## src/adcoc_regs.svh

```systemverilog
`ifndef ADCOC_REGS_SVH
`define ADCOC_REGS_SVH

// ****************************************
// Register offsets
// ****************************************
`define ADCOC_ADDR_TEST       8'h0d
`define ADCOC_ADDR_OFFSET     8'h10
`define ADCOC_ADDR_FORMAT     8'h14
`define ADCOC_ADDR_PHASE      8'h16
`define ADCOC_ADDR_VREF       8'h18

// ****************************************
// Reset values and writable bit masks
// ****************************************
`define ADCOC_RST_TEST        8'h00
`define ADCOC_RST_OFFSET      8'h00
`define ADCOC_RST_FORMAT      8'h00
`define ADCOC_RST_PHASE       8'h00
`define ADCOC_RST_VREF        8'hc0
`define ADCOC_MASK_TEST       8'h37
`define ADCOC_MASK_OFFSET     8'h3f
`define ADCOC_MASK_FORMAT     8'hd7
`define ADCOC_MASK_PHASE      8'h80
`define ADCOC_MASK_VREF       8'hc0

// ****************************************
// Field positions
// ****************************************
`define ADCOC_TEST_LONG_RST   5
`define ADCOC_TEST_SHORT_RST  4
`define ADCOC_TEST_MODE_MSB   2
`define ADCOC_OFS_MSB         5
`define ADCOC_DRV_MSB         7
`define ADCOC_DRV_LSB         6
`define ADCOC_DIS_BIT         4
`define ADCOC_INV_BIT         2
`define ADCOC_FMT_MSB         1
`define ADCOC_POL_BIT         7
`define ADCOC_VREF_MSB        7
`define ADCOC_VREF_LSB        6

// ****************************************
// Data words and pattern constants
// ****************************************
`define ADCOC_DATA_W          14
`define ADCOC_W_MID           14'h2000
`define ADCOC_W_POS_FS        14'h3fff
`define ADCOC_W_NEG_FS        14'h0000
`define ADCOC_W_CHK_A         14'h2aaa
`define ADCOC_W_CHK_B         14'h1555
`define ADCOC_SUM_MAX         16'sh3fff
`define ADCOC_SUM_MIN         16'sh0000
`define ADCOC_LONG_LEN        23
`define ADCOC_LONG_TAP        18
`define ADCOC_SHORT_LEN       9
`define ADCOC_SHORT_TAP       5

`endif

```

## src/adcoc_pkg.sv

```systemverilog
`include "adcoc_regs.svh"

package adcoc_pkg;

  // Global test field codes
  typedef enum logic [2:0] {
    TEST_OFF   = 3'h0,
    TEST_MID   = 3'h1,
    TEST_POSFS = 3'h2,
    TEST_NEGFS = 3'h3,
    TEST_CHK   = 3'h4,
    TEST_LONG  = 3'h5,
    TEST_SHORT = 3'h6,
    TEST_TOG   = 3'h7
  } adcoc_test_t;

  // Output data format codes
  typedef enum logic [1:0] {
    FMT_OFFS = 2'h0,
    FMT_TWOS = 2'h1,
    FMT_GRAY = 2'h2,
    FMT_RSVD = 2'h3
  } adcoc_fmt_t;

  // Configuration held by the register bank
  typedef struct packed {
    logic        long_rst;
    logic        short_rst;
    adcoc_test_t test;
    logic [5:0]  offset;
    logic [1:0]  drv_cfg;
    logic        out_dis;
    logic        invert;
    adcoc_fmt_t  fmt;
    logic        clk_inv;
    logic [1:0]  vref_sel;
  } adcoc_cfg_t;

  // Register access from the serial port shift register
  typedef struct packed {
    logic       wr;
    logic       rd;
    logic [7:0] addr;
    logic [7:0] wdata;
  } adcoc_req_t;

endpackage : adcoc_pkg

```

## src/adcoc_top.sv

```systemverilog
`include "adcoc_regs.svh"

module adcoc_top (
  // Clock, reset, enable
  input  wire logic                       i_ref_clk,
  input  wire logic                       i_arst_n,
  input  wire logic                       i_clk_en,
  // Register access
  input  wire adcoc_pkg::adcoc_req_t      i_req,
  output logic [7:0]                      o_reg_rdata,
  // Pins
  input  wire logic                       i_external_output_enable_pin,
  input  wire logic                       i_serial_clock_format_select_pin,
  input  wire logic                       i_ext_pin_mode,
  // Converter core data
  input  wire logic                       i_conv_valid,
  input  wire logic [`ADCOC_DATA_W-1:0]   i_conv_data,
  // Output drivers
  output logic [`ADCOC_DATA_W-1:0]        o_data,
  output logic                            o_data_oe,
  output logic                            o_data_output_clock,
  output logic [1:0]                      o_drv_cfg,
  output logic [1:0]                      o_vref_sel
);

  // ****************************************
  // Pin synchronisers
  // ****************************************
  logic [2:0] pin_meta_ff;
  logic [2:0] pin_sync_ff;
  logic [2:0] nxt_pin_meta;
  logic [2:0] nxt_pin_sync;
  logic       ext_oe;
  logic       fsel_pin;
  logic       pin_mode;

  // Two stages; only the second stage is read
  always_comb begin
    nxt_pin_meta = {i_ext_pin_mode, i_serial_clock_format_select_pin,
                    i_external_output_enable_pin};
    nxt_pin_sync = pin_meta_ff;
  end

  always_ff @(posedge i_ref_clk or negedge i_arst_n) begin
    if (!i_arst_n) begin
      pin_meta_ff <= 3'h0;
      pin_sync_ff <= 3'h0;
    end else if (i_clk_en) begin
      pin_meta_ff <= nxt_pin_meta;
      pin_sync_ff <= nxt_pin_sync;
    end
  end

  assign ext_oe   = pin_sync_ff[0];
  assign fsel_pin = pin_sync_ff[1];
  assign pin_mode = pin_sync_ff[2];

  // ****************************************
  // Register bank
  // ****************************************
  adcoc_pkg::adcoc_cfg_t cfg_ff;
  adcoc_pkg::adcoc_cfg_t nxt_cfg;
  logic [7:0]            rdata_ff;
  logic [7:0]            nxt_rdata;
  logic [7:0]            wd;
  logic [7:0]            rd_test;
  logic [7:0]            rd_ofs;
  logic [7:0]            rd_fmt;
  logic [7:0]            rd_pol;
  logic [7:0]            rd_vref;

  // Readback images; open bits are forced to zero
  always_comb begin
    rd_test = 8'h00;
    rd_test[`ADCOC_TEST_LONG_RST]        = cfg_ff.long_rst;
    rd_test[`ADCOC_TEST_SHORT_RST]       = cfg_ff.short_rst;
    rd_test[`ADCOC_TEST_MODE_MSB:0]      = cfg_ff.test;
    rd_ofs  = 8'h00;
    rd_ofs[`ADCOC_OFS_MSB:0]             = cfg_ff.offset;
    rd_fmt  = 8'h00;
    rd_fmt[`ADCOC_DRV_MSB:`ADCOC_DRV_LSB] = cfg_ff.drv_cfg;
    rd_fmt[`ADCOC_DIS_BIT]               = cfg_ff.out_dis;
    rd_fmt[`ADCOC_INV_BIT]               = cfg_ff.invert;
    rd_fmt[`ADCOC_FMT_MSB:0]             = cfg_ff.fmt;
    rd_pol  = 8'h00;
    rd_pol[`ADCOC_POL_BIT]               = cfg_ff.clk_inv;
    rd_vref = 8'h00;
    rd_vref[`ADCOC_VREF_MSB:`ADCOC_VREF_LSB] = cfg_ff.vref_sel;
  end

  // Writes store masked data; reads answer one cycle later
  always_comb begin
    nxt_cfg   = cfg_ff;
    nxt_rdata = rdata_ff;
    wd        = i_req.wdata;
    if (i_req.wr) begin
      case (i_req.addr)
        `ADCOC_ADDR_TEST: begin
          wd                = wd & `ADCOC_MASK_TEST;
          nxt_cfg.long_rst  = wd[`ADCOC_TEST_LONG_RST];
          nxt_cfg.short_rst = wd[`ADCOC_TEST_SHORT_RST];
          nxt_cfg.test      = adcoc_pkg::adcoc_test_t'(wd[`ADCOC_TEST_MODE_MSB:0]);
        end
        `ADCOC_ADDR_OFFSET: begin
          wd             = wd & `ADCOC_MASK_OFFSET;
          nxt_cfg.offset = wd[`ADCOC_OFS_MSB:0];
        end
        `ADCOC_ADDR_FORMAT: begin
          wd              = wd & `ADCOC_MASK_FORMAT;
          nxt_cfg.drv_cfg = wd[`ADCOC_DRV_MSB:`ADCOC_DRV_LSB];
          nxt_cfg.out_dis = wd[`ADCOC_DIS_BIT];
          nxt_cfg.invert  = wd[`ADCOC_INV_BIT];
          nxt_cfg.fmt     = adcoc_pkg::adcoc_fmt_t'(wd[`ADCOC_FMT_MSB:0]);
        end
        `ADCOC_ADDR_PHASE: begin
          nxt_cfg.clk_inv = wd[`ADCOC_POL_BIT];
        end
        `ADCOC_ADDR_VREF: begin
          nxt_cfg.vref_sel = wd[`ADCOC_VREF_MSB:`ADCOC_VREF_LSB];
        end
        default: begin
          nxt_cfg = cfg_ff; // Unmapped writes are dropped
        end
      endcase
    end
    if (i_req.rd) begin
      case (i_req.addr)
        `ADCOC_ADDR_TEST:   nxt_rdata = rd_test;
        `ADCOC_ADDR_OFFSET: nxt_rdata = rd_ofs;
        `ADCOC_ADDR_FORMAT: nxt_rdata = rd_fmt;
        `ADCOC_ADDR_PHASE:  nxt_rdata = rd_pol;
        `ADCOC_ADDR_VREF:   nxt_rdata = rd_vref;
        default:            nxt_rdata = 8'h00;
      endcase
    end
  end

  // Reset images come from the reset-value constants, except test and fmt, which load TEST_OFF and FMT_OFFS
  always_ff @(posedge i_ref_clk or negedge i_arst_n) begin
    if (!i_arst_n) begin
      cfg_ff.long_rst  <= 1'(`ADCOC_RST_TEST >> `ADCOC_TEST_LONG_RST);
      cfg_ff.short_rst <= 1'(`ADCOC_RST_TEST >> `ADCOC_TEST_SHORT_RST);
      cfg_ff.test      <= adcoc_pkg::TEST_OFF;
      cfg_ff.offset    <= 6'(`ADCOC_RST_OFFSET);
      cfg_ff.drv_cfg   <= 2'(`ADCOC_RST_FORMAT >> `ADCOC_DRV_LSB);
      cfg_ff.out_dis   <= 1'(`ADCOC_RST_FORMAT >> `ADCOC_DIS_BIT);
      cfg_ff.invert    <= 1'(`ADCOC_RST_FORMAT >> `ADCOC_INV_BIT);
      cfg_ff.fmt       <= adcoc_pkg::FMT_OFFS;
      cfg_ff.clk_inv   <= 1'(`ADCOC_RST_PHASE >> `ADCOC_POL_BIT);
      cfg_ff.vref_sel  <= 2'(`ADCOC_RST_VREF >> `ADCOC_VREF_LSB);
      rdata_ff         <= 8'h00;
    end else if (i_clk_en) begin
      cfg_ff   <= nxt_cfg;
      rdata_ff <= nxt_rdata;
    end
  end

  // ****************************************
  // Pattern generators
  // ****************************************
  logic [`ADCOC_DATA_W-1:0] long_prbs_pattern;
  logic [`ADCOC_DATA_W-1:0] short_prbs_pattern;

  // Each generator steps once per sample, held at seed while reset bit set
  adcoc_prbs #(
    .LEN   (`ADCOC_LONG_LEN),
    .TAP   (`ADCOC_LONG_TAP),
    .OUT_W (`ADCOC_DATA_W)
  ) u_long_prbs (
    .i_ref_clk (i_ref_clk),
    .i_arst_n  (i_arst_n),
    .i_clk_en  (i_clk_en),
    .i_step    (i_conv_valid),
    .i_hold    (cfg_ff.long_rst),
    .o_word    (long_prbs_pattern)
  );

  adcoc_prbs #(
    .LEN   (`ADCOC_SHORT_LEN),
    .TAP   (`ADCOC_SHORT_TAP),
    .OUT_W (`ADCOC_DATA_W)
  ) u_short_prbs (
    .i_ref_clk (i_ref_clk),
    .i_arst_n  (i_arst_n),
    .i_clk_en  (i_clk_en),
    .i_step    (i_conv_valid),
    .i_hold    (cfg_ff.short_rst),
    .o_word    (short_prbs_pattern)
  );

  // ****************************************
  // Output data path
  // ****************************************
  logic [`ADCOC_DATA_W-1:0] data_ff;
  logic [`ADCOC_DATA_W-1:0] nxt_data;
  logic                     oe_ff;
  logic                     nxt_oe;
  logic                     oclk_ff;
  logic                     nxt_oclk;
  logic                     phase_ff;
  logic                     nxt_phase;
  logic signed [15:0]       sum;
  logic [`ADCOC_DATA_W-1:0] adj;
  logic [`ADCOC_DATA_W-1:0] pat;
  logic [`ADCOC_DATA_W-1:0] enc;
  adcoc_pkg::adcoc_fmt_t    fmt_eff;

  // Offset add with saturation, so a large offset never wraps the code
  always_comb begin
    sum = $signed({2'b00, i_conv_data})
        + $signed({{10{cfg_ff.offset[`ADCOC_OFS_MSB]}}, cfg_ff.offset});
    if (sum > `ADCOC_SUM_MAX) begin
      adj = `ADCOC_W_POS_FS;
    end else if (sum < `ADCOC_SUM_MIN) begin
      adj = `ADCOC_W_NEG_FS;
    end else begin
      adj = sum[`ADCOC_DATA_W-1:0];
    end
  end

  // Pattern select, format, invert; patterns pass through format too
  always_comb begin
    case (cfg_ff.test)
      adcoc_pkg::TEST_OFF:   pat = adj;
      adcoc_pkg::TEST_MID:   pat = `ADCOC_W_MID;
      adcoc_pkg::TEST_POSFS: pat = `ADCOC_W_POS_FS;
      adcoc_pkg::TEST_NEGFS: pat = `ADCOC_W_NEG_FS;
      adcoc_pkg::TEST_CHK:   pat = phase_ff ? `ADCOC_W_CHK_B : `ADCOC_W_CHK_A;
      adcoc_pkg::TEST_LONG:  pat = long_prbs_pattern;
      adcoc_pkg::TEST_SHORT: pat = short_prbs_pattern;
      adcoc_pkg::TEST_TOG:   pat = phase_ff ? `ADCOC_W_NEG_FS : `ADCOC_W_POS_FS;
      default:               pat = adj;
    endcase
    if (pin_mode) begin
      fmt_eff = fsel_pin ? adcoc_pkg::FMT_TWOS : adcoc_pkg::FMT_OFFS;
    end else begin
      fmt_eff = cfg_ff.fmt;
    end
    case (fmt_eff)
      adcoc_pkg::FMT_TWOS: enc = {~pat[`ADCOC_DATA_W-1], pat[`ADCOC_DATA_W-2:0]};
      adcoc_pkg::FMT_GRAY: enc = pat ^ (pat >> 1);
      default:             enc = pat;
    endcase
    nxt_data  = i_conv_valid ? (enc ^ {`ADCOC_DATA_W{cfg_ff.invert}}) : data_ff;
    nxt_phase = i_conv_valid ? ~phase_ff : phase_ff;
    nxt_oe    = ext_oe & ~cfg_ff.out_dis;
    nxt_oclk  = i_conv_valid ^ cfg_ff.clk_inv;
  end

  always_ff @(posedge i_ref_clk or negedge i_arst_n) begin
    if (!i_arst_n) begin
      data_ff  <= `ADCOC_W_NEG_FS;
      oe_ff    <= 1'b0;
      oclk_ff  <= 1'b0;
      phase_ff <= 1'b0;
    end else if (i_clk_en) begin
      data_ff  <= nxt_data;
      oe_ff    <= nxt_oe;
      oclk_ff  <= nxt_oclk;
      phase_ff <= nxt_phase;
    end
  end

  assign o_data              = data_ff;
  assign o_data_oe           = oe_ff;
  assign o_data_output_clock = oclk_ff;
  assign o_reg_rdata         = rdata_ff;
  assign o_drv_cfg           = cfg_ff.drv_cfg;
  assign o_vref_sel          = cfg_ff.vref_sel;

  logic plain_path;
  assign plain_path = !cfg_ff.invert && !pin_mode && cfg_ff.fmt == adcoc_pkg::FMT_OFFS;
endmodule : adcoc_top

```

## src/adcoc_prbs.sv

```systemverilog
module adcoc_prbs #(
  parameter int unsigned LEN   = 9,
  parameter int unsigned TAP   = 5,
  parameter int unsigned OUT_W = 14
) (
  // Clock and reset
  input  wire logic             i_ref_clk,
  input  wire logic             i_arst_n,
  input  wire logic             i_clk_en,
  // Control
  input  wire logic             i_step,
  input  wire logic             i_hold,
  // Pattern word
  output logic [OUT_W-1:0]      o_word
);

  logic [LEN-1:0]   state_ff;
  logic [LEN-1:0]   nxt_state;
  logic [OUT_W-1:0] word_ff;
  logic [OUT_W-1:0] nxt_word;
  logic [LEN-1:0]   st;
  logic [OUT_W-1:0] w;
  logic             fb;

  // Advance the register by one output word per sample
  always_comb begin
    st = state_ff;
    w  = word_ff;
    fb = 1'b0;
    for (int i = 0; i < OUT_W; i++) begin
      fb = st[LEN-1] ^ st[TAP-1];
      w  = {w[OUT_W-2:0], fb};
      st = {st[LEN-2:0], fb};
    end
    nxt_state = state_ff;
    nxt_word  = word_ff;
    if (i_hold) begin
      nxt_state = '1;
      nxt_word  = '0;
    end else if (i_step) begin
      nxt_state = st;
      nxt_word  = w;
    end
  end

  // All-ones seed; an all-zero state would lock up
  always_ff @(posedge i_ref_clk or negedge i_arst_n) begin
    if (!i_arst_n) begin
      state_ff <= '1;
      word_ff  <= '0;
    end else if (i_clk_en) begin
      state_ff <= nxt_state;
      word_ff  <= nxt_word;
    end
  end

  assign o_word = word_ff;

endmodule : adcoc_prbs

```

## config.mk

```make
export PLATFORM = sky130hd
export DESIGN_NAME = adcoc_top
export DESIGN_NICKNAME = d
export VERILOG_FILES = /design/src/adcoc_pkg.sv /design/src/adcoc_top.sv /design/src/adcoc_prbs.sv
export VERILOG_INCLUDE_DIRS = /design/src
export SDC_FILE = /design/constraint.sdc
export NUM_CORES = 1
export LEC_CHECK = 0
export BUFFER_PORTS_ARGS = -buffer_cell sky130_fd_sc_hd__buf_2
export CORE_MARGIN = 1.5
export CORE_UTILIZATION = 49
export DETAILED_ROUTE_END_ITERATION = 10
export PLACE_DENSITY_LB_ADDON = 0.08
export SKIP_CTS_REPAIR_TIMING = 1
export SYNTH_ARGS = -nofsm -noshare
export SYNTH_HDL_FRONTEND = slang
export SYNTH_HIERARCHICAL = 1
export SYNTH_SLANG_ARGS = --single-unit
```

## constraint.sdc

```tcl
create_clock -name i_ref_clk -period 3.3 [get_ports i_ref_clk]
set_input_delay 0.66 -clock i_ref_clk [delete_from_list [all_inputs] [get_ports i_ref_clk]]
set_output_delay 0.66 -clock i_ref_clk [all_outputs]
set_load 0.03 [all_outputs]
```

# After elaboration in Yosys (flattened, before gate mapping)

Cells that the tools add are included.

Bits of input ports: 39
Output and inout port bits: 28
Flip-flop bits (word level): 111
Word-level logic and storage cells: 102

Reductions and logical operators: 12
Bitwise gates (word level): 35
Equal/unequal tests: 14
$lt $le $gt $ge: 2
Add/sub/neg operators: 1
Multiplexer cells: 17

Operators with widths:

| cell                   | count |
|---|---|
| $mux W14               | 8 |
| $pmux W14 S8           | 1 |
| $mux W23               | 2 |
| $pmux W8 S5            | 1 |
| $eq A8 B5 Y1 const B   | 4 |
| $xor A1 B1 Y1          | 29 |
| $pmux W14 S2           | 1 |
| $mux W9                | 2 |
| $add A15 B6 Y16        | 1 |
| $gt A16 B15 Y1 const B | 1 |
| $lt A16 B1 Y1 const B  | 1 |
| $reduce_and A3 Y1      | 5 |
| $xor A14 B13 Y14       | 1 |
| $xor A14 B14 Y14       | 1 |
| $eq A3 B3 Y1 const B   | 4 |
| $eq A8 B4 Y1 const B   | 1 |
| $reduce_and A2 Y1      | 4 |
| $eq A3 B2 Y1 const B   | 2 |
| $reduce_bool A2 Y1     | 2 |
| $eq A3 B1 Y1 const B   | 1 |
| $logic_not A3 Y1       | 1 |
| $not A1 Y1             | 3 |
| $eq A2 B1 Y1 const B   | 1 |
| $eq A2 B2 Y1 const B   | 1 |
| other kinds (3)        | 3 |

# Logic depth before layout (Yosys ltp)

Gate-level depths: netlist of run 1.

Depth in word-level cells: 8
Gate-level depth with buffers: 13
Depth with buffers taken out: 12

# Modules after synthesis

The synthesis of run 1 kept the hierarchy.

Modules (own cells, without submodules):

| module                     | area each (um^2) | cells an instance | instances | seq. area each (um^2) |
|---|---|---|---|---|
| adcoc_top                  | 4240.3           | 479               | 1         | 1278.7 |
| adcoc_prbs at u_long_prbs  | 1973.1           | 187               | 1         | 954.7 |
| adcoc_prbs at u_short_prbs | 1141.1           | 109               | 1         | 586.8 |

# Worst setup path before layout of run 1

No wires, ideal clock.

Path kind: input port to flip-flop
Start point: input i_conv_data[0]
End point: register data_ff[11] (netlist: o_data[11])
Data required time: 3.169 ns
Slack: -0.236 ns
Setup time: 0.131 ns
Arrival time: 3.404 ns
Buffers on the path: 0
Stages: 12
Cells stage by stage: ha_1 > inv_1 > fa_1 > nor2b_4 > o31a_1 > or4_4 > a31oi_1 > o22ai_1 > o311a_4 > or4_4 > nand3_2 > or3b_1

Longest elaborated chain between the ends: 8
Elaborated cells on any way between the ends: 9
Those cells by class: 1 x add/sub; 2 x order compare; 4 x mux; 2 x bitwise

Ends and longest elaborated chain:

| item                    | RTL line         | source |
|---|---|---|
| start: declaration      | adcoc_top.sv:17  | `` input wire logic [`ADCOC_DATA_W-1:0] i_conv_data, `` |
| $add A15 B6 Y16 *       | adcoc_top.sv:210 | `sum = $signed({2'b00, i_conv_data})` |
| $lt A16 B1 Y1 (no line) | -                |  |
| $mux W14                | adcoc_top.sv:214 | `` end else if (sum < `ADCOC_SUM_MIN) begin `` |
| $mux W14 *              | adcoc_top.sv:212 | `` if (sum > `ADCOC_SUM_MAX) begin `` |
| $pmux W14 S8 *          | adcoc_top.sv:223 | `case (cfg_ff.test)` |
| $xor A14 B13 Y14        | adcoc_top.sv:241 | `adcoc_pkg::FMT_GRAY: enc = pat ^ (pat >> 1);` |
| $pmux W14 S2 *          | adcoc_top.sv:239 | `case (fmt_eff)` |
| $xor A14 B14 Y14 *      | adcoc_top.sv:244 | `` nxt_data = i_conv_valid ? (enc ^ {`ADCOC_DATA_W{cfg_ff.invert}}) : data_ff; `` |
| end signal: assignment  | adcoc_top.sv:252 | `` data_ff <= `ADCOC_W_NEG_FS; `` |
| end signal: assignment  | adcoc_top.sv:257 | `data_ff <= nxt_data;` |
| end: declaration        | adcoc_top.sv:194 | `` logic [`ADCOC_DATA_W-1:0] data_ff; `` |

Mark *: on every way between the ends. The rest lies on a longest branch, timed or not.
A chain may end at the register's enable or synchronous reset.

# Worst setup path in the final report of run 1

Start point: register cfg_ff[9] (netlist bit)
End point: register data_ff[11] (netlist: o_data[11])

Longest elaborated chain between the ends: 8
Elaborated cells on any way between the ends: 9
Those cells by class: 1 x add/sub; 2 x order compare; 4 x mux; 2 x bitwise

Ends and longest elaborated chain:

| item                     | RTL line         | source |
|---|---|---|
| start: declaration       | adcoc_top.sv:61  | `adcoc_pkg::adcoc_cfg_t cfg_ff;` |
| start signal: assignment | adcoc_top.sv:153 | `cfg_ff <= nxt_cfg;` |
| $add A15 B6 Y16 *        | adcoc_top.sv:210 |  |
| $lt A16 B1 Y1 (no line)  | -                |  |
| $mux W14                 | adcoc_top.sv:214 |  |
| $mux W14 *               | adcoc_top.sv:212 |  |
| $pmux W14 S8 *           | adcoc_top.sv:223 |  |
| $xor A14 B13 Y14         | adcoc_top.sv:241 |  |
| $pmux W14 S2 *           | adcoc_top.sv:239 |  |
| $xor A14 B14 Y14 *       | adcoc_top.sv:244 |  |

Marks and branches as above.

==> impl_results.md, run 1 <==
- Vias in the first global route: 6316
- Drt wl/cell: 18.7 um
- Vias per cell: 6.04
- Final Power: 5.77 mW
- Ant diodes: 0
- Power per cell area: 644 nW/um^2
- Final Cycle Share: 1.02
- Slowest stage delay, CP: 0.52 ns
- Drt first pass iters: 5
- Top FF cell, synth: dfrtp_1
- Status: finished with violations
- Via count: 6540
- Initial Utilization: 0.504
- Asr flop ratio synth: 1.00
- Clk Latency, worst-skew pair: 0.36 ns
- Largest cells by area after synthesis: dfrtp_1 (26%), dfstp_2 (12%), mux2_2 (4.3%)
- Fmax: 297 MHz
- I/O Pins: 67
- Global-route wire length before repair: 32.4 mm
- Commonest cells in the netlist: dfrtp_1 (77), nor2_1 (49), nand2_1 (48)
- # setup viols final: 2
- Layout area overhead: 21.8%
- Layout cells sized above 1: 0.345
- Cell internal pwr: 3.53 mW
- Critical Path Slowest Stage Cell: or4_4
- Max-slew violation count: 0
- Post-route setup slack: -0.0665 ns
- Die width: 126 um
- All-Layer GR Usage: 0.254
- Hold Vio Cnt, Final: 0
- CP required: 3.54 ns
- Cell Area, Synth: 7350 sq um
- Initial antenna violation count: 0
- Cell mode on critical path: or4_4
- Synthesized instance count: 775
- RSZ-0062 raised after global routing: true
- Worst rel slew slack: 0.200
- Leakage: 3.90 nW
- Final min period: 3.37 ns
- Post-Route WL: 20.2 mm
- Die ar.: 15800 sq um
- Hpwl dp: 14.5 mm
- CP max FO: 3
- Port Buffers: 66
- Height of the die: 126 um
- Reg-to-reg setup timing slack: -0.07 ns
- Clk root buf: clkbuf_16
- Dpl ws: -0.448 ns
- VDD IR max: 0.411 mV
- Crit Path Category: register to register
- Switching portion of total power: 0.388
- YS warnings: 6
- Post-Layout Cell Count: 1082
- Max-cap violation count: 0
- GRT overflow: 0
- Clk network pwr share: 0.192
- Worst-Margin Slew: 1.18 ns
- Cell Rows: 44
- DRC Markers: 0
- CTS tree: done
- Hold_ws: 0.170 ns
- Avg Cell Area, Syn: 9.49 sq um
- Fin Clk Skew: 0.0110 ns
- CP arrival: 3.61 ns
- Total core area: 14600 sq um
- Seq/Total Area, Yosys: 0.383
- Post-synth EDFFs: 0
- Flops & latches, synth: 111
- Crit end category: register
- Comb power frac: 0.403
- H-tree lvl count: 3
- Largest net degree at the start of global routing: 96
- Fin nets: 950
- CTS Buf Count: 9
- Final GP Congestion: 0.922
- Hold/Removal Path Class: input pin to async pin
- Failing checks: negative setup slack
- Crit-path cells: ha_4, inv_2, fa_2, nor2b_4, o31a_1, or4_4, a31oi_4, o22ai_2, o311a_4, or4_4, nand3_2, or3b_4
- CP Launch Type: register
- Longest Clk Path Bufs: 2
- Net Switching: 2.24 mW
- Clock transition at path regs: 0.08 ns
- Register share of total power: 0.405
- Top cell type's share of synthesized area: 0.262
- Most frequent cell after synthesis: dfrtp_1
- Placed cells: 1056
- CTS sink cnt: 111
- Net Count, Synth: 832
- Final ANT Viol Nets: 0
- Iter 0 DRT Violations: 394
- Post-synth top area cell: dfrtp_1
- Synth cell types: 78
-- cells in the final DEF (no fill, tap or decap), types with 10 or more instances in the layout --
cell type	instances
buf_4	97
dfrtp_1	76
buf_2	66
nor2_1	49
nand2_1	48
a21oi_1	47
dfstp_2	34
xnor2_1	31
o21ai_0	30
mux2_2	28
xor2_1	24
nor3_1	22
nor2b_1	19
a211oi_1	19
a221o_1	15
or3_1	14
ha_1	13
or2_2	12
inv_1	11
a22oi_1	11
o31ai_1	11
a21o_1	11
o211ai_1	10
-- cell type report --
type | instances | area [sq um]
Clock buffer | 10 | 239
Clock inverter | 6 | 61.3
Tap cell | 184 | 230
Fill cell | 1210 | 5630
Multi-Input combinational cell | 590 | 4420
Sequential cell | 111 | 2820
Timing Repair Buffer | 169 | 1140
Inverter | 12 | 45.0
-- cells by family (layout without fill, tap and decap cells) --
logic type,count (synthesis),in the layout,share of synthesized area
mux,33,33,0.0497
xor+xnor,57,57,0.0699
fa+ha+maj,18,18,0.0316
buf+inv,74,197,0.0463
simple gates,225,225,0.161
flops,111,111,0.383
compound gates,257,257,0.258
-- worst max-delay path, delay by kind of cell (launching register included) --
family,cells,cell delay (ns)
compound gates,4,0.88
buf+inv,1,0.04
fa+ha+maj,2,0.40
flops,1,0.43
simple gates,5,1.50
-- power by group through the flow --
stage	clock network [mW]	registers (mW)	logic [mW]
after floorplan	0	2.23	1.60
after global placement	0	2.34	2.15
after detailed placement	0	2.36	2.20
after CTS	1.14	2.33	2.23
after global routing	1.19	2.39	2.53
final	1.11	2.33	2.33
-- routing by layer --
metal  up-vias  GRT usage  share of wire  routed length (um)
li1       3136          -              -                   -
met1      3167      0.352           0.46                9410
met2       210      0.405           0.47                9430
met3        27     0.0432          0.050                1020
met4         0     0.0809          0.019                 388
met5         -          0              0                   0
-- stage by stage --
stage / instance area (sq um) / util / setup TNS, ns
floorplan: 7400 / - / -0.153
global placement: 8370 / 0.574 / -3.13
detailed placement: 8370 / 0.574 / -3.91
CTS: 8670 / 0.595 / -0.528
global route: 8960 / 0.614 / -0.606
finish: 8960 / 0.614 / -0.0845
-- flip-flops by register name (all words and copies together), names as in the netlist --
signal / cells
o_drv_cfg: 2
nxt_pin_sync: 3
o_data: 14
o_data_oe: 1
o_data_output_clock: 1
o_vref_sel: 2
u_short_prbs/state_ff: 9
u_long_prbs/o_word: 14
cfg_ff: 16
u_long_prbs/state_ff: 23
u_short_prbs/o_word: 14
phase_ff: 1
o_reg_rdata: 8
pin_sync_ff: 3
-- final timing paths --
path / from / endpoint / depth (start not counted)
max: cfg_ff[9]$_DFFE_PN0P_ / o_data[11]$_DFFE_PN0P_ / 12
min reg2reg: o_reg_rdata[0]$_DFFE_PN0P_ / o_reg_rdata[0]$_DFFE_PN0P_ / 2
min: i_arst_n / o_data[4]$_DFFE_PN0P_ / 1
min in group i_ref_clk: o_reg_rdata[0]$_DFFE_PN0P_ / o_reg_rdata[0]$_DFFE_PN0P_ / 2
max in group asynchronous: i_arst_n / cfg_ff[14]$_DFFE_PN0P_ / 2
max reg2reg: cfg_ff[9]$_DFFE_PN0P_ / o_data[11]$_DFFE_PN0P_ / 12
(Power assumes the default switching activity.)
==> run 2: changes to the inputs <==
clock period = 3.5 ns   (was 3.3 ns; I/O delays follow)
==> run 2 against run 1 <==
Against the previous run: the flow now finishes without violations; via count fell by 2.4%; global-route usage down 0.13 points; total power is 6.5% lower; combinational power fell by 11%; clock power is essentially flat; first-iteration DRC count grew 12%; routed wire length decreased by 3.4%; utilization down 2.6 points; clock skew decreased by 0.00078 ns; worst hold slack improved by 0.23 ns; clock-buffer cell count decreased by 1; final area decreased by 4.3%; critical path type is now input pin to register; largest power group unchanged.
==> impl_results.md, run 2 (synthesized netlist as in run 1, its figures left out) <==
- Crit-path cells: buf_2, ha_2, inv_2, fa_2, nor2b_4, o31a_1, or4_4, a211oi_4, buf_4, o21a_1, o31ai_1, buf_4, and3_1, o31a_1, o31ai_1
- DRC Markers: 0 (unchanged)
- Clock transition at path regs: 0.08 ns (about the same)
- Port Buffers: 66 (unchanged)
- Post-Route WL: 19.6 mm (-3.4%)
- Commonest non-fill, non-tap cell in the layout: dfrtp_1
- Clk Latency, worst-skew pair: 0.36 ns (about the same)
- Fin nets: 921 (-3.1%)
- I/O Pins: 67 (unchanged)
- Leakage: 3.73 nW (-4.4%)
- Clk root buf: clkbuf_16
- Hold_ws: 0.403 ns (+0.232 ns)
- Post-route cell area: 8570 sq um (-4.3%)
- Max-slew violation count: 0 (unchanged)
- Critical Path Slowest Stage Cell: or4_4
- Final Cycle Share: 0.964
- Vias per cell: 6.06 (+0.24%)
- Layout area overhead: 16.6%
- Cell Rows: 44 (unchanged)
- Drt wl/cell: 18.6 um (-0.70%)
- Fmax: 296 MHz
- Commonest non-fill, non-tap cells in the layout: dfrtp_1 (76), buf_4 (74), buf_2 (65), nor2_1 (49), nand2_1 (48)
- Longest Clk Path Bufs: 2 (unchanged)
- Fin Clk Skew: 0.0102 ns (-0.000776 ns)
- Hold Vio Cnt, Final: 0 (unchanged)
- Die width: 126 um (unchanged)
- GRT overflow: 0 (unchanged)
- CTS Buf Count: 9 (unchanged)
- Global-route wire length before repair: 32.3 mm (about the same)
- CTS tree: done
- Crit end category: register
- Die ar.: 15800 sq um (unchanged)
- Clk network pwr share: 0.206 (+0.014)
- Comb power frac: 0.384 (-0.019)
- Crit Path Category: input pin to register
- CP top delay family: compound AO/OA/AOI/OAI gates
- Net Switching: 2.07 mW (-7.6%)
- Final ANT Viol Nets: 0 (unchanged)
- Setup_tns: 0 ns (+0.0845 ns)
- H-tree lvl count: 3 (unchanged)
- Ant diodes: 0 (unchanged)
- Final min period: 3.38 ns
- Largest regs: u_long_prbs/state_ff x23, cfg_ff x16
- Initial Utilization: 0.504 (unchanged)
- CP required: 3.77 ns (+0.23 ns)
- All-Layer GR Usage: 0.252 (-0.00126)
- Worst-Margin Slew: 1.19 ns (+0.00553 ns)
- Vias in the first global route: 6225 (-1.4%)
- Total core area: 14600 sq um (unchanged)
- Iter 0 DRT Violations: 443 (+12%)
- Reg with most FFs: u_long_prbs/state_ff
- Register share of total power: 0.410 (+0.005)
- Max reg flops: 23 (unchanged)
- VDD IR max: 0.305 mV (-26%)
- Cell internal pwr: 3.33 mW (-5.8%)
- CP arrival: 3.65 ns (+0.04 ns)
- CP max FO: 4 (+1)
- Drt first pass iters: 5 (unchanged)
- Worst rel slew slack: 0.196 (-0.00373)
- Largest net degree at the start of global routing: 61 (-36%)
- Initial antenna violation count: 0 (unchanged)
- CP Launch Type: input pin
- CTS sink cnt: 111 (unchanged)
- Power per cell area: 629 nW/um^2 (-2.3%)
- Final GP Congestion: 0.859 (-6.7%)
- Hpwl dp: 14.5 mm (-0.38%)
- Slowest stage delay, CP: 0.54 ns (+0.02 ns)
- Via count: 6380 (-2.4%)
- Status: finished clean
- RSZ-0062 raised after global routing: true
- Switching portion of total power: 0.383 (-0.00439)
- Layout cells sized above 1: 0.300 (-0.0449)
- Placed inst area: 8190 sq um (-2.2%)
- Max-cap violation count: 0 (unchanged)
- Height of the die: 126 um (unchanged)
- # setup viols final: 0 (-2)
- Fill cell count: 1315 (+8.7%)
- Worst path bufs/invs: 4 (+3)
- Hold/Removal Path Class: input pin to async pin
==> run 2: changes by cell type in the layout (fill, tap and decap cells not counted), moves of 2 or more <==
cell / previous run / this run
o21ai_0: 30 / 33
a311o_1: 0 / 2
ha_4: 4 / 0
buf_6: 4 / 0
ha_1: 13 / 16
a211oi_2: 2 / 0
a211oi_1: 19 / 22
o21ai_1: 6 / 3
nor3b_1: 4 / 6
a311o_2: 2 / 0
and3_1: 6 / 8
o31ai_1: 11 / 13
buf_4: 97 / 74
==> run 2: power by group through the flow <==
stage,clock (mW),combinational (mW),sequential (mW)
floorplan,0,1.50,2.11
global placement,0,2.01,2.21
detailed placement,0,2.05,2.23
CTS,1.14,2.06,2.21
global route,1.19,2.27,2.27
finish,1.11,2.07,2.21
==> run 2: final cells by class <==
class | count | area, sq um | area share
well taps | 184 | 230 | 0.0268
flip-flops and latches | 111 | 2820 | 0.329
inverters | 12 | 45.0 | 0.00525
clock buffers | 9 | 225 | 0.0263
multi-input cells | 590 | 4260 | 0.496
clock inverters | 7 | 95.1 | 0.0111
repair buffers | 140 | 901 | 0.105
==> run 2: through the flow <==
stage,setup slack (ns),utilization,std cells,total power [mW]
after floorplan,-0.0618,-,775,3.61
after global placement,-0.219,0.561,1036,4.22
after detailed placement,-0.280,0.561,1036,4.28
after CTS,0.0536,0.583,1052,5.41
after global routing,-0.0174,0.588,1053,5.73
final,0.125,0.588,1053,5.39
==> run 2: final timing paths <==
check                                        from                                   end  slack, ns  cells after the start
setup / recovery                   i_conv_data[0]                 o_data[9]$_DFFE_PN0P_       0.12                     15
hold / removal                           i_arst_n                o_data[12]$_DFFE_PN0P_       0.40                      1
setup reg to reg           cfg_ff[14]$_DFFE_PN0P_                o_data[13]$_DFFE_PN0P_       0.16                     11
hold reg to reg            o_data[12]$_DFFE_PN0P_                o_data[12]$_DFFE_PN0P_       0.47                      2
max in group asynchronous                i_arst_n  u_long_prbs/state_ff[22]$_DFFE_PN1P_       2.28                      2
min in group i_ref_clk     o_data[12]$_DFFE_PN0P_                o_data[12]$_DFFE_PN0P_       0.47                      2
==> run 2: per-layer routing <==
metal / track usage / wire length [um]
met1: 0.358 / 9530
met2: 0.401 / 8970
met3: 0.0424 / 776
met4: 0.0662 / 293
met5: 0 / 0
